==> config.mk <==
export PLATFORM = sky130hd
export DESIGN_NAME = ubg_uart_core
export DESIGN_NICKNAME = d
export VERILOG_FILES = /design/src/core/ubg_pkg.sv /design/src/core/ubg_prescaler.sv /design/src/core/ubg_uart_core.sv
export VERILOG_INCLUDE_DIRS = /design/src /design/src/core
export SDC_FILE = /design/constraint.sdc
export NUM_CORES = 1
export LEC_CHECK = 0
export ABC_AREA = 1
export BUFFER_PORTS_ARGS = -buffer_cell sky130_fd_sc_hd__clkbuf_2
export CELL_PAD_IN_SITES_DETAIL_PLACEMENT = 2
export CELL_PAD_IN_SITES_GLOBAL_PLACEMENT = 2
export CORE_MARGIN = 1.5
export CORE_UTILIZATION = 36
export DETAILED_ROUTE_END_ITERATION = 16
export GPL_ROUTABILITY_DRIVEN = 0
export GPL_TIMING_DRIVEN = 0
export PLACE_DENSITY = 0.77
export SYNTH_ARGS = -nofsm -noshare
export SYNTH_HDL_FRONTEND = slang
export SYNTH_HIERARCHICAL = 1
export SYNTH_SLANG_ARGS = --single-unit
==> constraint.sdc <==
create_clock -name i_clk -period 3.7 [get_ports i_clk]
set_input_delay 0.74 -clock i_clk [delete_from_list [all_inputs] [get_ports i_clk]]
set_output_delay 0.74 -clock i_clk [all_outputs]
set_load 0.01 [all_outputs]
==> src/core/ubg_consts.svh <==
`ifndef UBG_CONSTS_SVH
`define UBG_CONSTS_SVH

// special-register decode: page and address of each register
`define UBG_PAGE_DATA 8'h00
`define UBG_ADDR_DATA 8'h99
`define UBG_PAGE_BAUD 8'h0f
`define UBG_ADDR_CTRL 8'hab
`define UBG_ADDR_RLL 8'hac
`define UBG_ADDR_RLH 8'had

// control register fields
`define UBG_RUN_BIT 6
`define UBG_PS_MSB 1
`define UBG_PS_LSB 0

// reset values
`define UBG_RST_DATA 8'h00
`define UBG_RST_CTRL 8'h00
`define UBG_RST_RLL 8'h00
`define UBG_RST_RLH 8'h00

// prescaler divide ratios per select code
`define UBG_DIV_PS0 6'd12
`define UBG_DIV_PS1 6'd4
`define UBG_DIV_PS2 6'd48
`define UBG_DIV_PS3 6'd1

// baud counter wrap point
`define UBG_CNT_MAX 16'hffff

// baud ticks per serial bit time
`define UBG_TICKS_PER_BIT 2

`endif

==> src/core/ubg_pkg.sv <==
`default_nettype none

package ubg_pkg;

    typedef enum logic [3:0] {
        UBG_TX_IDLE  = 4'b0001,
        UBG_TX_START = 4'b0010,
        UBG_TX_DATA  = 4'b0100,
        UBG_TX_STOP  = 4'b1000
    } ubg_tx_state_t;

    typedef enum logic [3:0] {
        UBG_RX_IDLE  = 4'b0001,
        UBG_RX_START = 4'b0010,
        UBG_RX_DATA  = 4'b0100,
        UBG_RX_STOP  = 4'b1000
    } ubg_rx_state_t;

    typedef struct packed {
        logic [5:0] cnt;
        logic tick;
    } ubg_ps_state_t;

    typedef struct packed {
        logic run;
        logic [1:0] ps_sel;
        logic [7:0] rld_lo;
        logic [7:0] rld_hi;
        logic [15:0] cnt;
        logic tick;
        ubg_tx_state_t tx_st;
        logic [7:0] tx_shift;
        logic [2:0] tx_bit;
        logic [3:0] tx_sub;
        logic txd;
        logic tx_busy;
        ubg_rx_state_t rx_st;
        logic [7:0] rx_shift;
        logic [2:0] rx_bit;
        logic [3:0] rx_sub;
        logic [7:0] rx_latch;
        logic rx_valid;
        logic rxd_prev;
        logic [7:0] rdata;
    } ubg_state_t;

endpackage

`default_nettype wire

==> src/core/ubg_prescaler.sv <==
`include "ubg_consts.svh"
`default_nettype none

module ubg_prescaler
    import ubg_pkg::*;
(
    input wire logic i_clk,
    input wire logic i_rst,
    input wire logic i_ce,
    input wire logic i_run,
    input wire logic [1:0] i_sel,
    output logic o_tick
);

    ubg_ps_state_t q;
    ubg_ps_state_t d;

    // divide ratio for a select code
    function automatic logic [5:0] ps_div(input logic [1:0] sel);
        unique case (sel)
            2'b00: ps_div = `UBG_DIV_PS0;
            2'b01: ps_div = `UBG_DIV_PS1;
            2'b10: ps_div = `UBG_DIV_PS2;
            2'b11: ps_div = `UBG_DIV_PS3;
        endcase
    endfunction

    // one tick every ps_div input clocks while running
    always_comb begin
        d = q;
        if (i_ce) begin
            d.tick = 1'b0;
            if (!i_run) begin
                d.cnt = 6'h00; // stopped generator clears prescaler
            end else if (q.cnt >= ps_div(i_sel) - 6'h01) begin
                d.cnt = 6'h00;
                d.tick = 1'b1;
            end else begin
                d.cnt = q.cnt + 6'h01;
            end
        end
    end

    // state register
    always_ff @(posedge i_clk or posedge i_rst) begin
        if (i_rst) begin
            q <= '0;
        end else begin
            q <= d;
        end
    end

    assign o_tick = q.tick;

endmodule

`default_nettype wire

==> src/core/ubg_uart_core.sv <==
`include "ubg_consts.svh"
`default_nettype none

module ubg_uart_core
    import ubg_pkg::*;
#(
    parameter int TICKS_PER_BIT = `UBG_TICKS_PER_BIT
)
(
    input wire logic i_clk,
    input wire logic i_rst,
    input wire logic i_ce,
    input wire logic [7:0] i_sfr_page,
    input wire logic [7:0] i_sfr_addr,
    input wire logic i_sfr_wr,
    input wire logic i_sfr_rd,
    input wire logic [7:0] i_sfr_wdata,
    output logic [7:0] o_sfr_rdata,
    input wire logic i_rxd,
    output logic o_txd,
    output logic o_tx_busy,
    output logic o_rx_valid,
    output logic o_baud_tick
);

    localparam logic [3:0] TPB = 4'(TICKS_PER_BIT);
    localparam logic [3:0] HALF = 4'(TICKS_PER_BIT / 2);

    ubg_state_t q;
    ubg_state_t d;
    logic ps_tick;
    logic [7:0] ctrl_rd;
    logic wr_ok;
    logic rd_ok;
    logic sel_data;
    logic sel_ctrl;
    logic sel_rll;
    logic sel_rlh;
    logic tx_load;
    logic rx_fall;
    logic cnt_step;
    logic cnt_ovf;

    // true when page and address hit a given register
    function automatic logic sfr_hit(
        input logic [7:0] page,
        input logic [7:0] addr,
        input logic [7:0] want_page,
        input logic [7:0] want_addr
    );
        sfr_hit = (page == want_page) && (addr == want_addr);
    endfunction

    // last baud tick of one bit time
    function automatic logic bit_end(input logic [3:0] sub);
        bit_end = (sub == TPB - 4'h1);
    endfunction

    // prescaler feeding the reload counter
    ubg_prescaler u_prescaler (
        .i_clk(i_clk),
        .i_rst(i_rst),
        .i_ce(i_ce),
        .i_run(q.run),
        .i_sel(q.ps_sel),
        .o_tick(ps_tick)
    );

    // control readback with reserved bits forced low
    always_comb begin
        ctrl_rd = 8'h00;
        ctrl_rd[`UBG_RUN_BIT] = q.run;
        ctrl_rd[`UBG_PS_MSB:`UBG_PS_LSB] = q.ps_sel;
    end

    // accepted strobes and one select per register
    always_comb begin
        wr_ok = i_ce && i_sfr_wr;
        rd_ok = i_ce && i_sfr_rd;
        sel_data = sfr_hit(i_sfr_page, i_sfr_addr,
            `UBG_PAGE_DATA, `UBG_ADDR_DATA);
        sel_ctrl = sfr_hit(i_sfr_page, i_sfr_addr,
            `UBG_PAGE_BAUD, `UBG_ADDR_CTRL);
        sel_rll = sfr_hit(i_sfr_page, i_sfr_addr,
            `UBG_PAGE_BAUD, `UBG_ADDR_RLL);
        sel_rlh = sfr_hit(i_sfr_page, i_sfr_addr,
            `UBG_PAGE_BAUD, `UBG_ADDR_RLH);
        tx_load = wr_ok && sel_data;
    end

    // a prescaled clock while running steps the reload counter
    assign cnt_step = q.run && ps_tick;
    assign cnt_ovf = (q.cnt == `UBG_CNT_MAX);

    // start edge on the receive line, only while the generator runs
    assign rx_fall = q.run && q.rxd_prev && !i_rxd;

    // next-state logic for the whole block
    always_comb begin
        d = q;
        if (i_ce) begin
            d.tick = 1'b0;
            d.rx_valid = 1'b0;
            d.rxd_prev = i_rxd;

            // register writes
            if (wr_ok) begin
                if (sel_ctrl) begin
                    d.run = i_sfr_wdata[`UBG_RUN_BIT];
                    d.ps_sel = i_sfr_wdata[`UBG_PS_MSB:`UBG_PS_LSB];
                end
                if (sel_rll) begin
                    d.rld_lo = i_sfr_wdata;
                end
                if (sel_rlh) begin
                    d.rld_hi = i_sfr_wdata;
                end
            end

            // register reads, registered; unmapped reads give zero
            if (rd_ok) begin
                d.rdata = 8'h00;
                if (sel_data) begin
                    d.rdata = q.rx_latch;
                end
                if (sel_ctrl) begin
                    d.rdata = ctrl_rd;
                end
                if (sel_rll) begin
                    d.rdata = q.rld_lo;
                end
                if (sel_rlh) begin
                    d.rdata = q.rld_hi;
                end
            end

            // reload counter: count on prescaled clock, reload on overflow
            if (cnt_step) begin
                if (cnt_ovf) begin
                    d.cnt[15:8] = q.rld_hi;
                    d.cnt[7:0] = q.rld_lo;
                    d.tick = 1'b1;
                end else begin
                    d.cnt = q.cnt + 16'h0001;
                end
            end

            // transmitter: advances one bit every TPB baud ticks
            unique case (q.tx_st)
                UBG_TX_IDLE: begin
                    d.txd = 1'b1;
                end
                UBG_TX_START: begin
                    if (q.tick) begin
                        if (bit_end(q.tx_sub)) begin
                            d.tx_sub = 4'h0;
                            d.tx_bit = 3'h0;
                            d.txd = q.tx_shift[0];
                            d.tx_st = UBG_TX_DATA;
                        end else begin
                            d.tx_sub = q.tx_sub + 4'h1;
                        end
                    end
                end
                UBG_TX_DATA: begin
                    if (q.tick) begin
                        if (bit_end(q.tx_sub)) begin
                            d.tx_sub = 4'h0;
                            if (q.tx_bit == 3'h7) begin
                                d.txd = 1'b1;
                                d.tx_st = UBG_TX_STOP;
                            end else begin
                                d.tx_bit = q.tx_bit + 3'h1;
                                d.txd = q.tx_shift[q.tx_bit + 3'h1];
                            end
                        end else begin
                            d.tx_sub = q.tx_sub + 4'h1;
                        end
                    end
                end
                UBG_TX_STOP: begin
                    if (q.tick) begin
                        if (bit_end(q.tx_sub)) begin
                            d.tx_sub = 4'h0;
                            d.tx_busy = 1'b0;
                            d.tx_st = UBG_TX_IDLE;
                        end else begin
                            d.tx_sub = q.tx_sub + 4'h1;
                        end
                    end
                end
                default: begin
                    d.txd = 1'b1;
                    d.tx_busy = 1'b0;
                    d.tx_st = UBG_TX_IDLE;
                end
            endcase

            // a data write loads and holds the byte and starts a frame
            if (tx_load) begin
                d.tx_shift = i_sfr_wdata;
                d.tx_st = UBG_TX_START;
                d.tx_sub = 4'h0;
                d.tx_bit = 3'h0;
                d.txd = 1'b0;
                d.tx_busy = 1'b1;
            end

            // receiver: start edge, mid-bit sampling, latch on good stop
            unique case (q.rx_st)
                UBG_RX_IDLE: begin
                    if (rx_fall) begin
                        d.rx_sub = 4'h0;
                        d.rx_st = UBG_RX_START;
                    end
                end
                UBG_RX_START: begin
                    if (q.tick) begin
                        if (q.rx_sub + 4'h1 >= HALF) begin
                            d.rx_sub = 4'h0;
                            d.rx_bit = 3'h0;
                            // a start bit gone high again was a glitch
                            d.rx_st = i_rxd ? UBG_RX_IDLE : UBG_RX_DATA;
                        end else begin
                            d.rx_sub = q.rx_sub + 4'h1;
                        end
                    end
                end
                UBG_RX_DATA: begin
                    if (q.tick) begin
                        if (bit_end(q.rx_sub)) begin
                            d.rx_sub = 4'h0;
                            d.rx_shift[q.rx_bit] = i_rxd;
                            if (q.rx_bit == 3'h7) begin
                                d.rx_st = UBG_RX_STOP;
                            end else begin
                                d.rx_bit = q.rx_bit + 3'h1;
                            end
                        end else begin
                            d.rx_sub = q.rx_sub + 4'h1;
                        end
                    end
                end
                UBG_RX_STOP: begin
                    if (q.tick) begin
                        if (bit_end(q.rx_sub)) begin
                            d.rx_sub = 4'h0;
                            d.rx_st = UBG_RX_IDLE;
                            if (i_rxd) begin
                                d.rx_latch = q.rx_shift;
                                d.rx_valid = 1'b1;
                            end
                        end else begin
                            d.rx_sub = q.rx_sub + 4'h1;
                        end
                    end
                end
                default: begin
                    d.rx_st = UBG_RX_IDLE;
                end
            endcase
        end
    end

    // state register; clears to zero at reset except txd, rxd_prev and the one-hot states
    always_ff @(posedge i_clk or posedge i_rst) begin
        if (i_rst) begin
            q <= '0;
            q.rld_lo <= `UBG_RST_RLL;
            q.rld_hi <= `UBG_RST_RLH;
            q.rx_latch <= `UBG_RST_DATA;
            q.tx_shift <= `UBG_RST_DATA;
            q.tx_st <= UBG_TX_IDLE;
            q.rx_st <= UBG_RX_IDLE;
            q.txd <= 1'b1; // idle line is high
            q.rxd_prev <= 1'b1;
        end else begin
            q <= d;
        end
    end

    // outputs straight from the state register
    assign o_sfr_rdata = q.rdata;
    assign o_txd = q.txd;
    assign o_tx_busy = q.tx_busy;
    assign o_rx_valid = q.rx_valid;
    assign o_baud_tick = q.tick;

endmodule

`default_nettype wire

==> summary.txt <==
Floorplanning
  • # rows: 46
  • Starting Density: 36.8%
  • Io pins: 42
  • Core area: 0.0158 mm²
  • Die H: between 100 and 150 µm
  • Full die area: 0.0169 mm²
  • Width of the die: roughly 130 µm

Logic synthesis
  • Synth Area in Simple Gates: between 30% and 40%
  • XOR/XNOR Fraction of Synth Area: 1.66%
  • Leading area contributor after synthesis: dfrtp_1
  • #FFs+latches synth: 101
  • Synth Warn #: 6
  • Synth Area in Compound Gates: 11.8%
  • Mux cell area share after synthesis: 0.193%
  • Share of Yosys cell area claimed by the top area cell type: 41.7%
  • Commonest cells post-synth: nand2_1, dfrtp_1, inv_1, nand3_1, nor2_1
  • Post-synth EDFFs: 0
  • Adder-Cell Fraction of Synth Area: 3.65%
  • Most common cell in the netlist: nand2_1
  • Mapped Nets: 784
  • Mapped Cells: 737
  • Sequential area share after synthesis: 43.5%
  • Synth async-reset ratio: 100%
  • Synth cell types: 43
  • Mapped Area: approximately 0.0058 mm²
  • Avg Cell Area, Syn: 7.90 µm²
  • Synth area leaders: dfrtp_1, nand2_1, inv_1
  • Main combinational cell family by area after synthesis: simple AND/OR/NAND/NOR gates
  • Top FF cell, synth: dfrtp_1

Route
  • DRC violations left: 0
  • Post-route ant nets: 0
  • Pre-antenna DRT Iters: 4
  • DRT iter0 DRCs: 139
  • Via count: 5138
  • Avg WL per Cell: 17.3 µm
  • Via density: 5.08
  • Routed WL: approximately 18000 µm

Critical path
  • Crit path launch type: input port
  • CP Max Fanout: 10
  • Crit path arrival time: 2.29 ns
  • Element type at the critical path end: flip-flop
  • WP data required: 3.89 ns
  • Reg2Reg Depth: 10
  • Crit path kind: input port to flip-flop

Timing
  • Final Critical Period: 2.10 ns
  • WHS: 0.330 ns
  • Final Cycle Share: 56.8%
  • Worst-Margin Slew: ~0.73 ns
  • Slew headroom: 51.7%
  • Peak Freq: between 400 and 500 MHz
  • Fin. max-slew vios: 0
  • Hold Fails Final Rpt: 0
  • PnR worst setup slack: 1.60 ns
  • RSZ-0062 raised after global routing: false
  • Skew final: about 0.0056 ns
  • Final setup vio count: 0

Final layout
  • Filler cells: 1852
  • Post-layout util: between 40% and 50%
  • Multi-input gate area: roughly 0.0028 mm²
  • Share of cells above drive strength 1: between 10% and 20%
  • Post-Layout Cell Count: 1011
  • Nets@finish: 837
  • Ant diodes: 0
  • Register area: 0.00253 mm²
  • Area grow syn2layout: 14.6%

Placed design
  • Placed Instances: approximately 1000
  • Dpl ws: approximately 1.2 ns
  • PortBufs: 41
  • Post-detail-place hpwl: 13600 µm

Global routing
  • First-pass GRT wire length: roughly 30000 µm
  • Initial antenna violation count: 0
  • Largest net degree at the start of global routing: 55
  • Tot GR Track Use: around 23%
  • Number of global-route vias before repair: between 5000 and 6000
  • GRT overflow: 0

Clock network
  • CTS Sinks: 101
  • Reg clk slew, reported paths: about 0.070 ns
  • CTS tree: done
  • Hold Buf Count CTS: 0
  • Worst skew pair latency: 0.36 ns
  • CTS max path bufs: 2
  • H-Tree Depth: 3
  • Setup repair bufs after CTS: 0
  • Num CTS Buffers: 9
  • Post-CTS Resized: 0
  • Clock root cell: clkbuf_16

Power and ir drop
  • Peak supply drop: 0.000201 V
  • Leakage: roughly 3.3 nW
  • PD cells: around 450 mW/mm²
  • Pwr Total: 2.99 mW

Status
  • Status: complete, no violations

Job
  • Number of max-cap violations: 0

Worst hold path
  • Hold/Removal Path Class: input port to async pin
-- where the power goes --
part	switching [mW]	total, mW	leakage, nW	internal, mW
Sequential	0.0918	1.29	1.35	1.20
Clock	0.440	1.12	0.165	0.679
Combinational	0.387	0.573	1.77	0.187
Total	0.919	2.99	3.28	2.07
-- placed cells by master (no fill, tap or decap), types with 2 or more instances in the layout --
cell type	netlist	layout
nor4_4	4	4
clkbuf_2	0	41
nand2_1	213	213
o21ai_1	8	8
buf_2	2	2
a22oi_1	2	2
clkbuf_1	3	3
inv_1	89	88
nand4_1	19	19
bufinv_16	0	3
o211ai_1	3	3
buf_6	5	5
inv_2	5	5
dfrtp_1	97	97
xnor2_1	5	5
nand2_2	12	12
nor2_1	51	51
nand3_1	51	51
nor2_4	4	4
nor3_1	5	5
o21a_1	2	2
clkinvlp_4	0	2
o21ai_2	24	24
a31oi_1	3	3
xor2_1	6	6
nor4_1	2	2
ha_1	17	17
o21ai_0	50	50
buf_4	10	10
nand3b_1	3	3
a21oi_2	2	2
nor2_2	6	6
a21oi_1	12	12
nand3_2	7	7
clkbuf_16	0	9
dfstp_2	4	4
-- stage by stage --
step	setup TNS, ns	area, µm²
floorplan	0	5820
global placement	-68.88	6300
detailed placement	0	6320
CTS	0	6670
global route	0	6670
finish	0	6670
-- per-layer routing --
layer | routed length, µm | global-route usage [%]
met4 | 162 | 4.64
met5 | 0 | 0
met2 | 9120 | 40.5
met3 | 378 | 4.10
met1 | 7850 | 28.2
-- state kept, by name (all words and copies together) (netlist names), named ones only --
| name | cells |
|---|---|
| o_rx_valid | 1 |
| o_txd | 1 |
| o_sfr_rdata | 8 |
| u_prescaler/q | 6 |
| q | 71 |
| u_prescaler/o_tick | 1 |
| ctrl_rd | 3 |
| o_baud_tick | 1 |
| o_tx_busy | 1 |
-- final cells by class --
cell class                 count  area share [%]
clock buffer                  10            3.58
clock inverter                 6            1.65
sequential                   101            38.0
timing repair buffer          42            3.38
multi-input combinational    522            41.7
inverter                      94            5.33
buffer                        20            2.29
tap                          216            4.05
-- worst paths after layout --
kind	start	endpoint	slack (ns)
worst max-delay path	i_ce	o_baud_tick$_DFFE_PP0P_	1.60
max in group asynchronous	i_rst	o_txd$_DFFE_PP1P_	2.46
worst max register to register	q[59]$_DFFE_PP0P_	q[74]$_DFFE_PP0P_	1.69
worst min-delay path	i_rst	u_prescaler/q[1]$_DFFE_PP0P_	0.33
min in group i_clk	o_sfr_rdata[4]$_DFFE_PP0P_	o_sfr_rdata[4]$_DFFE_PP0P_	0.49
worst min register to register	o_sfr_rdata[4]$_DFFE_PP0P_	o_sfr_rdata[4]$_DFFE_PP0P_	0.49
-- kinds of logic (layout without fill, tap and decap cells) --
logic type / count (synthesis) / after routing
other cells: 1 / 1
fa+ha+maj: 17 / 17
flops: 101 / 101
buf+inv: 114 / 172
mux: 1 / 1
compound gates: 110 / 110
xor+xnor: 11 / 11
simple gates: 382 / 382
-- critical path: stages --
cell and delay, ns:
clkbuf_2 0.10, buf_4 0.18, nand3_1 0.14, buf_2 0.24
nor2_1 0.10, nand2_1 0.12, clkbuf_1 0.43, o21ai_0 0.23
(Power assumes the default switching activity.)
